**src/common/i2c_coll_map.svh**
```systemverilog
`ifndef I2C_COLL_MAP_SVH
`define I2C_COLL_MAP_SVH

// Register offsets on the plain register port
`define ADDR_W 8
`define DATA_W 8
`define OFS_CTRL 8'h00
`define OFS_RELOAD 8'h04
`define OFS_STATUS 8'h08
`define OFS_CLEAR 8'h0C
`define OFS_IRQ_EN 8'h10
`define OFS_LINES 8'h14

// master_control_reg fields
`define CTRL_RSTART_BIT 0
`define CTRL_STOP_BIT 1

// Status, clear and enable share one layout
`define EVT_W 3
`define EVT_COLLISION_BIT 0
`define EVT_RSTART_DONE_BIT 1
`define EVT_STOP_DONE_BIT 2

// Line status fields
`define LINES_SCL_BIT 0
`define LINES_SDA_BIT 1
`define LINES_BUSY_BIT 2

// Reset values
`define RST_RELOAD 8'h09
`define RST_IRQ_EN 3'h0
`define RST_STATUS 3'h0

// Timing
`define BAUD_W 8
`define SYNC_STAGES 2

`endif

```
**src/common/i2c_coll_pkg.sv**
```systemverilog
`include "i2c_coll_map.svh"

package i2c_coll_pkg;

  typedef enum logic [9:0] {
    ST_IDLE = 10'b00_0000_0001,
    ST_RS_REL_SDA = 10'b00_0000_0010,
    ST_RS_CNT1 = 10'b00_0000_0100,
    ST_RS_WAIT_SCL = 10'b00_0000_1000,
    ST_RS_CNT2 = 10'b00_0001_0000,
    ST_RS_CNT3 = 10'b00_0010_0000,
    ST_SP_DRV_SDA = 10'b00_0100_0000,
    ST_SP_WAIT_SCL = 10'b00_1000_0000,
    ST_SP_CNT1 = 10'b01_0000_0000,
    ST_SP_CNT2 = 10'b10_0000_0000
  } seq_state_t;

  typedef struct packed {
    logic scl;
    logic sda;
  } line_pair_t;

  typedef struct packed {
    logic [`ADDR_W-1:0] addr;
    logic [`DATA_W-1:0] wdata;
    logic wr;
    logic rd;
  } reg_req_t;

  typedef struct packed {
    logic [`SYNC_STAGES-1:0] scl_sync;
    logic [`SYNC_STAGES-1:0] sda_sync;
    logic scl_prev;
    seq_state_t fsm;
    logic rs_en;
    logic sp_en;
    logic [`BAUD_W-1:0] reload;
    logic [`EVT_W-1:0] status;
    logic [`EVT_W-1:0] irq_en;
    line_pair_t drive;
    logic irq;
    logic [`DATA_W-1:0] rdata;
  } core_state_t;

endpackage

```
**src/hdl/baud_counter.sv**
```systemverilog
`timescale 1ns/1ns
`default_nettype none
`include "i2c_coll_map.svh"

module baud_counter #(
  parameter int WIDTH = `BAUD_W
) (
  input wire logic clk_in,
  input wire logic rst_n_in,
  input wire logic load_in,
  input wire logic abort_in,
  input wire logic [WIDTH-1:0] reload_in,
  output logic expired_out,
  output logic running_out
);

  typedef struct packed {
    logic [WIDTH-1:0] count;
    logic active;
    logic expired;
  } bc_state_t;

  bc_state_t q, d;

  always_comb begin
    d = q;
    d.expired = 1'b0;
    if (abort_in) begin
      d.active = 1'b0;
      d.count = '0;
    end else if (load_in) begin
      d.active = 1'b1;
      d.count = reload_in;
    end else if (q.active) begin
      if (q.count == '0) begin
        // One pulse per rollover; the counter then idles
        d.expired = 1'b1;
        d.active = 1'b0;
      end else begin
        d.count = q.count - {{(WIDTH-1){1'b0}}, 1'b1};
      end
    end
  end

  always_ff @(posedge clk_in or negedge rst_n_in) begin
    if (!rst_n_in) begin
      q <= '0;
    end else begin
      q <= d;
    end
  end

  assign expired_out = q.expired;
  assign running_out = q.active;

endmodule // baud_counter

`default_nettype wire

```
**src/hdl/i2c_coll_master.sv**
```systemverilog
`timescale 1ns/1ns
`default_nettype none
`include "i2c_coll_map.svh"

// Contract
// [RQ1] Repeated start: SDA low when SCL rises is a collision.
// [RQ2] Repeated start: once released SDA is high, load and run baud counter.
// [RQ3] Then release SCL; when SCL high, SDA low means collision.
// [RQ4] Repeated start: SDA and SCL high reloads baud counter for a new count.
// [RQ5] SDA falling during that count is no collision; sequence continues.
// [RQ6] SCL falling during that count before SDA driven low is a collision.
// [RQ7] Both lines high at expiry: drive SDA low and reload counter.
// [RQ8] At end of final count drive SCL low; repeated start complete.
// [RQ9] Stop begins holding SDA low; once SDA low, release SCL.
// [RQ10] Stop: once SCL sampled high, load and run baud counter.
// [RQ11] Stop: after count with SDA released, SDA low is a collision.
// [RQ12] Stop: SCL low after release, before SDA rises, is a collision.
// [RQ13] Any collision sets collision flag and returns sequencer to idle.
// [RQ14] Collision aborts sequence, releases both lines, clears its enable bit.
// [RQ15] Software starts a stop by setting stop enable after a transfer.
// [RQ16] SDA and SCL are synchronised before any sampling decision.

module i2c_coll_master
  import i2c_coll_pkg::*;
(
  input wire logic clk_in,
  input wire logic reset_n_in,
  input wire logic [`ADDR_W-1:0] addr_in,
  input wire logic [`DATA_W-1:0] wdata_in,
  input wire logic wr_in,
  input wire logic rd_in,
  output logic [`DATA_W-1:0] rdata_out,
  input wire logic scl_in,
  output logic scl_out,
  output logic scl_oe_out,
  input wire logic sda_in,
  output logic sda_out,
  output logic sda_oe_out,
  output logic irq_out
);

  ////////////////////////////////////////////////////////////////////////////
  // Reset release

  logic [1:0] rst_sync_q;
  logic rst_n;

  always_ff @(posedge clk_in or negedge reset_n_in) begin
    if (!reset_n_in) begin
      rst_sync_q <= 2'h0;
    end else begin
      rst_sync_q <= {rst_sync_q[0], 1'b1};
    end
  end

  assign rst_n = rst_sync_q[1];

  ////////////////////////////////////////////////////////////////////////////
  // Helpers

  function automatic logic hit(input logic [`ADDR_W-1:0] a, input logic [`ADDR_W-1:0] ofs);
    hit = (a == ofs);
  endfunction

  function automatic logic [`DATA_W-1:0] pad_evt(input logic [`EVT_W-1:0] v);
    pad_evt = {{(`DATA_W-`EVT_W){1'b0}}, v};
  endfunction

  ////////////////////////////////////////////////////////////////////////////
  // State

  core_state_t q, d;
  reg_req_t req;
  line_pair_t line;
  logic scl_rise;
  logic bc_load;
  logic bc_abort;
  logic bc_expired;
  logic bc_running;
  logic collide;
  logic [`EVT_W-1:0] evt_set;
  logic [`EVT_W-1:0] evt_clr;

  assign req = '{addr: addr_in, wdata: wdata_in, wr: wr_in, rd: rd_in};

  // Decisions read only the second synchroniser stage
  assign line = '{scl: q.scl_sync[1], sda: q.sda_sync[1]}; // RQ16
  assign scl_rise = line.scl && !q.scl_prev;

  baud_counter #(
    .WIDTH(`BAUD_W)
  ) u_baud_counter (
    .clk_in(clk_in),
    .rst_n_in(rst_n),
    .load_in(bc_load),
    .abort_in(bc_abort),
    .reload_in(q.reload),
    .expired_out(bc_expired),
    .running_out(bc_running)
  );

  ////////////////////////////////////////////////////////////////////////////
  // Next state

  always_comb begin
    d = q;
    bc_load = 1'b0;
    bc_abort = 1'b0;
    collide = 1'b0;
    evt_set = '0;
    evt_clr = '0;

    d.scl_sync = {q.scl_sync[0], scl_in}; // RQ16
    d.sda_sync = {q.sda_sync[0], sda_in}; // RQ16
    d.scl_prev = line.scl;

    // Register writes
    if (req.wr) begin
      if (hit(req.addr, `OFS_CTRL) && q.fsm == ST_IDLE) begin
        // A second request while busy is dropped; repeated start has priority
        if (req.wdata[`CTRL_RSTART_BIT]) begin
          d.rs_en = 1'b1;
          d.fsm = ST_RS_REL_SDA;
          d.drive = '{scl: 1'b1, sda: 1'b0};
        end else if (req.wdata[`CTRL_STOP_BIT]) begin
          d.sp_en = 1'b1; // RQ15
          d.fsm = ST_SP_DRV_SDA;
          d.drive = '{scl: 1'b1, sda: 1'b1}; // RQ9
        end
      end
      if (hit(req.addr, `OFS_RELOAD)) begin
        d.reload = req.wdata[`BAUD_W-1:0];
      end
      if (hit(req.addr, `OFS_CLEAR)) begin
        evt_clr = req.wdata[`EVT_W-1:0];
      end
      if (hit(req.addr, `OFS_IRQ_EN)) begin
        d.irq_en = req.wdata[`EVT_W-1:0];
      end
    end

    // Sequencer
    unique case (q.fsm)
      ST_IDLE: begin
      end
      ST_RS_REL_SDA: begin
        if (line.sda) begin
          bc_load = 1'b1; // RQ2
          d.fsm = ST_RS_CNT1;
        end
      end
      ST_RS_CNT1: begin
        if (bc_expired) begin
          d.drive.scl = 1'b0; // RQ3
          d.fsm = ST_RS_WAIT_SCL;
        end
      end
      ST_RS_WAIT_SCL: begin
        // Stretched clock simply waits here
        if (scl_rise || line.scl) begin
          if (!line.sda) begin
            collide = 1'b1; // RQ1 RQ3
          end else begin
            bc_load = 1'b1; // RQ4
            d.fsm = ST_RS_CNT2;
          end
        end
      end
      ST_RS_CNT2: begin
        if (!line.scl) begin
          collide = 1'b1; // RQ6
        end else if (!line.sda) begin
          // Another master asserted first; no two can do it at once
          d.drive.sda = 1'b1; // RQ5
          bc_load = 1'b1; // RQ5
          d.fsm = ST_RS_CNT3;
        end else if (bc_expired) begin
          d.drive.sda = 1'b1; // RQ7
          bc_load = 1'b1; // RQ7
          d.fsm = ST_RS_CNT3;
        end
      end
      ST_RS_CNT3: begin
        // SCL level is deliberately not checked in this count
        if (bc_expired) begin
          d.drive.scl = 1'b1; // RQ8
          d.rs_en = 1'b0; // RQ8
          evt_set[`EVT_RSTART_DONE_BIT] = 1'b1;
          d.fsm = ST_IDLE;
        end
      end
      ST_SP_DRV_SDA: begin
        if (!line.sda) begin
          d.drive.scl = 1'b0; // RQ9
          d.fsm = ST_SP_WAIT_SCL;
        end
      end
      ST_SP_WAIT_SCL: begin
        if (line.scl) begin
          bc_load = 1'b1; // RQ10
          d.fsm = ST_SP_CNT1;
        end
      end
      ST_SP_CNT1: begin
        if (!line.scl) begin
          collide = 1'b1; // RQ12
        end else if (bc_expired) begin
          d.drive.sda = 1'b0;
          bc_load = 1'b1;
          d.fsm = ST_SP_CNT2;
        end
      end
      ST_SP_CNT2: begin
        if (bc_expired) begin
          if (!line.sda) begin
            collide = 1'b1; // RQ11
          end else begin
            d.sp_en = 1'b0;
            evt_set[`EVT_STOP_DONE_BIT] = 1'b1;
            d.fsm = ST_IDLE;
          end
        end
      end
      default: begin
        // Corrupted one-hot code recovers to idle with lines free
        d.fsm = ST_IDLE;
        d.drive = '{scl: 1'b0, sda: 1'b0};
        d.rs_en = 1'b0;
        d.sp_en = 1'b0;
        bc_abort = 1'b1;
      end
    endcase

    if (collide) begin
      evt_set[`EVT_COLLISION_BIT] = 1'b1; // RQ13
      d.fsm = ST_IDLE; // RQ13
      d.drive = '{scl: 1'b0, sda: 1'b0}; // RQ14
      d.rs_en = 1'b0; // RQ14
      d.sp_en = 1'b0; // RQ14
      bc_abort = 1'b1; // RQ14
    end

    // Set wins over a clear in the same cycle
    d.status = (q.status & ~evt_clr) | evt_set;
    d.irq = |(d.status & d.irq_en);

    // Read data valid only in the cycle after the strobe
    d.rdata = '0;
    if (req.rd) begin
      if (hit(req.addr, `OFS_CTRL)) begin
        d.rdata = {{(`DATA_W-2){1'b0}}, q.sp_en, q.rs_en};
      end else if (hit(req.addr, `OFS_RELOAD)) begin
        d.rdata = q.reload;
      end else if (hit(req.addr, `OFS_STATUS)) begin
        d.rdata = pad_evt(q.status);
      end else if (hit(req.addr, `OFS_IRQ_EN)) begin
        d.rdata = pad_evt(q.irq_en);
      end else if (hit(req.addr, `OFS_LINES)) begin
        d.rdata = {{(`DATA_W-3){1'b0}}, (q.fsm != ST_IDLE) | bc_running, line.sda, line.scl};
      end
    end
  end

  ////////////////////////////////////////////////////////////////////////////
  // Registers

  always_ff @(posedge clk_in or negedge rst_n) begin
    if (!rst_n) begin
      q.scl_sync <= '1;
      q.sda_sync <= '1;
      q.scl_prev <= 1'b1;
      q.fsm <= ST_IDLE;
      q.rs_en <= 1'b0;
      q.sp_en <= 1'b0;
      q.reload <= `RST_RELOAD;
      q.status <= `RST_STATUS;
      q.irq_en <= `RST_IRQ_EN;
      q.drive <= '0;
      q.irq <= 1'b0;
      q.rdata <= '0;
    end else begin
      q <= d;
    end
  end

  ////////////////////////////////////////////////////////////////////////////
  // Outputs

  // Open-drain: the pin value is always low, only the enable moves
  always_ff @(posedge clk_in or negedge rst_n) begin
    if (!rst_n) begin
      scl_out <= 1'b0;
      sda_out <= 1'b0;
    end else begin
      scl_out <= 1'b0;
      sda_out <= 1'b0;
    end
  end

  assign scl_oe_out = q.drive.scl;
  assign sda_oe_out = q.drive.sda;
  assign irq_out = q.irq;
  assign rdata_out = q.rdata;

endmodule // i2c_coll_master

`default_nettype wire

```
**config.mk**
```make
export PLATFORM = sky130hd
export DESIGN_NAME = i2c_coll_master
export DESIGN_NICKNAME = d
export VERILOG_FILES = /design/src/common/i2c_coll_pkg.sv /design/src/hdl/baud_counter.sv /design/src/hdl/i2c_coll_master.sv
export VERILOG_INCLUDE_DIRS = /design/src /design/src/common
export SDC_FILE = /design/constraint.sdc
export NUM_CORES = 1
export LEC_CHECK = 0
export BUFFER_PORTS_ARGS = -buffer_cell sky130_fd_sc_hd__buf_4
export CAP_MARGIN = 20
export CORE_MARGIN = 1
export CORE_UTILIZATION = 53
export DETAILED_ROUTE_END_ITERATION = 10
export GPL_ROUTABILITY_DRIVEN = 0
export PLACE_DENSITY_LB_ADDON = 0.05
export SYNTH_ARGS = -nofsm -noshare
export SYNTH_HDL_FRONTEND = slang
export SYNTH_SLANG_ARGS = --single-unit
export TNS_END_PERCENT = 5
```
**constraint.sdc**
```tcl
create_clock -name clk_in -period 1.42 [get_ports clk_in]
set_input_delay 0.213 -clock clk_in [delete_from_list [all_inputs] [get_ports clk_in]]
set_output_delay 0.213 -clock clk_in [all_outputs]
set_load 0.005 [all_outputs]
```
======== Yosys cells after proc, flatten, opt, wreduce, memory -nomap -nowiden ========
Cells that the tools add are included.
operators by class
  add/subtract/negate cells ............... 1
  eq/ne operators ......................... 17
  muxes and demuxes ....................... 78
  bitwise operators ....................... 5
  reductions and logical operators ........ 16
operators with widths
  kind                    count
  $mux W10                16
  $pmux W10 S10           1
  $mux W8                 5
  $mux W1                 32
  $mux W12                2
  $mux W20                1
  $mux W3                 6
  $mux W9                 2
  $reduce_or A9 Y1        2
  $eq A8 B4 Y1 const B    2
  $eq A8 B5 Y1 const B    2
  $logic_not A8 Y1        2
  $mux W11                1
  $eq A10 B1 Y1 const B   1
  $eq A10 B10 Y1 const B  1
  $eq A10 B2 Y1 const B   1
  $eq A10 B3 Y1 const B   1
  $eq A10 B4 Y1 const B   1
  $eq A10 B5 Y1 const B   1
  $eq A10 B6 Y1 const B   1
  $eq A10 B7 Y1 const B   1
  $eq A10 B8 Y1 const B   1
  $eq A10 B9 Y1 const B   1
  $mux W2                 5
  other kinds (23)        28
storage, ports and cells
  register bits after elaboration ......... 54
  input port bits ......................... 22
  output and inout bits ................... 13
  word-level logic and storage cells ...... 134

======== Logic depth before layout (Yosys ltp) ========
  depth after elaboration ................. 9
  depth in mapped cells ................... 8

======== Cells and area by module ========
A second synthesis with hierarchy kept.
second synthesis, totals
  cells, all modules ...................... 357
  area, all modules ....................... 3402.0 sq um
by module, submodules not included
  module           instances  cells each  area an instance (sq um)
  i2c_coll_master  1          290         2785.2
  baud_counter     1          67          616.8

======== Least setup slack after synthesis ========
Ideal clock, no wire load.
  kind .................................... register -> register
  start ................................... register q[30] (netlist bit)
  end ..................................... register u_baud_counter.q[4] (netlist bit)
  library setup time ...................... 0.130 ns
  arrival time ............................ 1.824 ns
  required time ........................... 1.290 ns
  path slack .............................. -0.533 ns
  stages on the path, launching flop included .. 7
  path buffers ............................ 1
  cells stage by stage .................... dfrtp_1 or4_4 nor4_4 o311ai_4 buf_6 a211oi_1 nor3_1
between the ends
  longest elaborated chain between the ends .. 6
ends and longest elaborated chain
  element                                                          RTL line                text
  from (decl)                                                      i2c_coll_master.sv:72   core_state_t q, d;
  $eq A10 B1 Y1, or another cell as far along                      i2c_coll_master.sv:143  unique case (q.fsm)
  $reduce_or A10 Y1 (no line) or $reduce_or A2 Y1 (tied branches)  -
  $mux W1 or $pmux W1 S3 (tied branches)                           i2c_coll_master.sv:143
  $mux W1                                                          i2c_coll_master.sv:234  if (collide) begin
  $ne A3 B3 Y1 (no line) or $reduce_bool A3 Y1 (tied branches)     -
  $reduce_and A2 Y1 (no line)                                      -
  to (signal assigned)                                             baud_counter.sv:47      q <= '0;
  to (signal assigned)                                             baud_counter.sv:49      q <= d;
  to (decl)                                                        baud_counter.sv:23      bc_state_t q, d;
Parallel ways exist; a longest one is shown, timed or not.
A chain may end at the register's enable or synchronous reset.

==> qor.txt <==
Number of buffers created by CTS -> 5
Fraction of layout cells with a size suffix above 1 -> 0.468
GRT Resource Usage Total -> 0.318
Num Clock Sinks -> 53
Synth top cells by count -> dfrtp_1, nor2_1, nand2_1
Synth Instances -> 345
Die width -> 81.5 µm
CP max-delay cell -> or4_4
Worst-path fanout max -> 9
Final hold violation count -> 0
Worst clock skew -> 0.0139 ns
Vias in the first global route -> 3120
Ys async rst share -> 1.00
Fin crit share -> 1.46
Area leader, netlist -> dfrtp_1
Tmin final -> 2.07 ns
Pin slew with the least headroom to its limit -> 0.550 ns
WS Path Type -> flip-flop to flip-flop
R2r setup slk -> -0.65 ns
Hold WS -> 0.123 ns
Clock Latency Late Sink -> 0.32 ns
Post-synth EDFFs -> 0
Initial Util -> 0.559
First-pass GRT wire length -> 15500 µm
Fin. max-slew vios -> 0
Hold WC Path Type -> input pin to flip-flop
Worst EP required -> 1.65 ns
Pre-CTS setup slack -> -0.704 ns
N_diodes -> 0
Clk network pwr share -> 0.265
Row count -> 28
Arr. time, crit path -> 2.30 ns
TritonCTS clock tree -> yes
H-tree depth -> 2
Fin nets -> 489
Yosys cell types -> 66
Final setup vio count -> 29
Sw Pwr -> 1.28 mW
Half-perimeter wire length after placement -> 7100 µm
Worst path bufs/invs -> 1
Clock Tree Root -> clkbuf_8
Initial antenna violation count -> 0
Setup ws final -> -0.648 ns
First drt pass iteration count -> 7
Cell area power density -> 861 mW/mm²
Seq/Total Area, Yosys -> 0.399
Count leader, synth -> dfrtp_1
RSZ-0062 raised after global routing -> yes
I/O Buffers -> 32
Clock Pin Slew Worst Setup and Hold Paths -> 0.10 ns
Failing checks -> setup timing
Max Clock Freq -> 483 MHz
Critical Path End Type -> flip-flop
YS warnings -> 0
Top post-synthesis cells by area -> dfrtp_1, dfstp_2, mux2_2
Die height -> 81.5 µm
Max-cap viol count -> 0
Int Pwr -> 2.74 mW
Logic pwr share -> 0.325
Post-synth top area share -> 0.344
CP cell instances -> or4_4 > a21o_1 > a21oi_2 > o21bai_4 > buf_8 > a211oi_2
Crit path largest cell delay -> 0.63 ns
Area Overhead vs Synth -> 39.6%
Reg power frac -> 0.410
Status -> finished, violations left
Area of the mapped netlist -> 0.00335 mm²
Post-route DRC -> 0
Synth Flop Type -> dfrtp_1
Core box area -> 0.00599 mm²
Vias per cell -> 6.01
Grt ovf -> 0
Sw Share -> 0.318
Number of synthesized register bits -> 53
VDD IR max -> 832 µV
Crit-path leading delay family -> compound AO/OA/AOI/OAI gates
Drt total wl -> 9820 µm
Antenna Violating Nets Remaining -> 0
Vias -> 3249
Static leakage -> 2.08 nW
CTS Buffer Depth -> 2
Ports -> 35
Average wire per standard cell -> 18.1 µm
Avg Cell Area, Syn -> 9.70 µm²
Slew margin rel. -> 0.630
Fillers -> 403
CP Launch Type -> flip-flop
Initial DRC Count -> 221
Largest net degree at the start of global routing -> 41
Die ar. -> 0.00664 mm²
## power by group through the flow
| stage | Sequential [mW] | Combinational [mW] | Clock [mW] |
|---|---|---|---|
| after floorplan | 1.65 | 0.636 | 0 |
| after global placement | 1.67 | 1.06 | 0 |
| after detailed placement | 1.67 | 1.08 | 0 |
| after CTS | 1.64 | 1.25 | 1.08 |
| after global routing | 1.66 | 1.38 | 1.13 |
| final | 1.65 | 1.31 | 1.07 |
## cell families (layout without fill, tap and decap cells)
family / count (synthesis) / in the layout / synth area share
simple gates: 151 / 151 / 0.264
xor+xnor: 5 / 5 / 0.0131
other cells: 2 / 3 / 0.00224
fa+ha+maj: 2 / 2 / 0.00748
buf+inv: 41 / 161 / 0.0710
compound gates: 77 / 77 / 0.197
flops: 53 / 53 / 0.399
mux: 14 / 14 / 0.0460
## through the flow
stage	total power [mW]	setup TNS [ns]	area (µm²)	utilization	cells
2_1_floorplan	2.29	-18.29	3370	-	346
3_3_place_gp	2.73	-18.79	4280	0.714	524
3_5_place_dp	2.75	-19.13	4280	0.714	524
4_1_cts	3.97	-14.42	4620	0.772	541
5_1_grt	4.17	-17.20	4670	0.780	541
6_report	4.02	-15.10	4670	0.780	541
## layout make-up
class | count | area, µm² | share of cell area
Multi-Input combinational cell | 252 | 1940 | 0.415
Timing Repair Buffer | 140 | 1140 | 0.243
Tap cell | 75 | 93.8 | 0.0201
Inverter | 13 | 48.8 | 0.0104
Clock inverter | 3 | 43.8 | 0.00937
Sequential cell | 53 | 1340 | 0.287
Clock buffer | 5 | 68.8 | 0.0147
## registers in the layout, summed over array words and instances, names as in the netlist
register	count
irq_out	1
u_baud_counter.running_out	1
sda_oe_out	1
line	1
q	26
u_baud_counter.q	8
u_baud_counter.expired_out	1
scl_oe_out	1
d	3
rst_sync_q	2
rdata_out	8
## routing by layer
layer	vias up	wire [µm]	global-route usage
li1	1503	-	-
met1	1589	4360	0.432
met2	134	4600	0.510
met3	23	656	0.0644
met4	0	195	0.0982
met5	-	0	0
## cell usage in the layout, fill, tap and decap left out, types with 5 or more instances in the layout
cell | synthesis | final
nand2b_1 | 7 | 7
nand4_1 | 6 | 6
nor4_1 | 10 | 7
a211oi_2 | 5 | 8
buf_6 | 5 | 9
mux2_2 | 11 | 10
nor2b_1 | 11 | 10
nand2_1 | 21 | 18
dfrtp_1 | 46 | 42
nand3_1 | 13 | 12
o21ai_0 | 9 | 8
clkbuf_8 | 0 | 5
inv_1 | 13 | 13
a211oi_1 | 11 | 8
dfstp_2 | 7 | 7
a21oi_1 | 12 | 10
nor3_2 | 1 | 5
buf_4 | 10 | 124
nor3_1 | 18 | 14
nor2_1 | 29 | 27
## worst register-to-register path, cell delays in order, from the launching register on
cell and delay (ns):
dfrtp_1 0.44, or4_4 0.63, a21o_1 0.19, a21oi_2 0.20
o21bai_4 0.18, buf_8 0.19, a211oi_2 0.15
## repair_timing
item | in CTS | in global routing
endpoints found under the hold margin | 4 | 0
setup endpoints to repair | 31 | 39
hold buffers | 3 | 0
pin swaps | 12 | 4
setup buffers | 6 | 0
resized for setup | 36 | 13
## final timing paths
path | to | start | cells after the start
worst max-delay path | q[35] | q[34] | 6
worst max register to register | q[35] | q[34] | 6
min in group asynchronous | u_baud_counter.q[3] | rst_sync_q[1] | 0
worst min register to register | u_baud_counter.q[3] | rst_sync_q[1] | 0
max in group asynchronous | q[20] | rst_sync_q[1] | 1
worst min-delay path | q[22] | wdata_in[5] | 2
No activity file was read; power rests on OpenSTA's default activity.
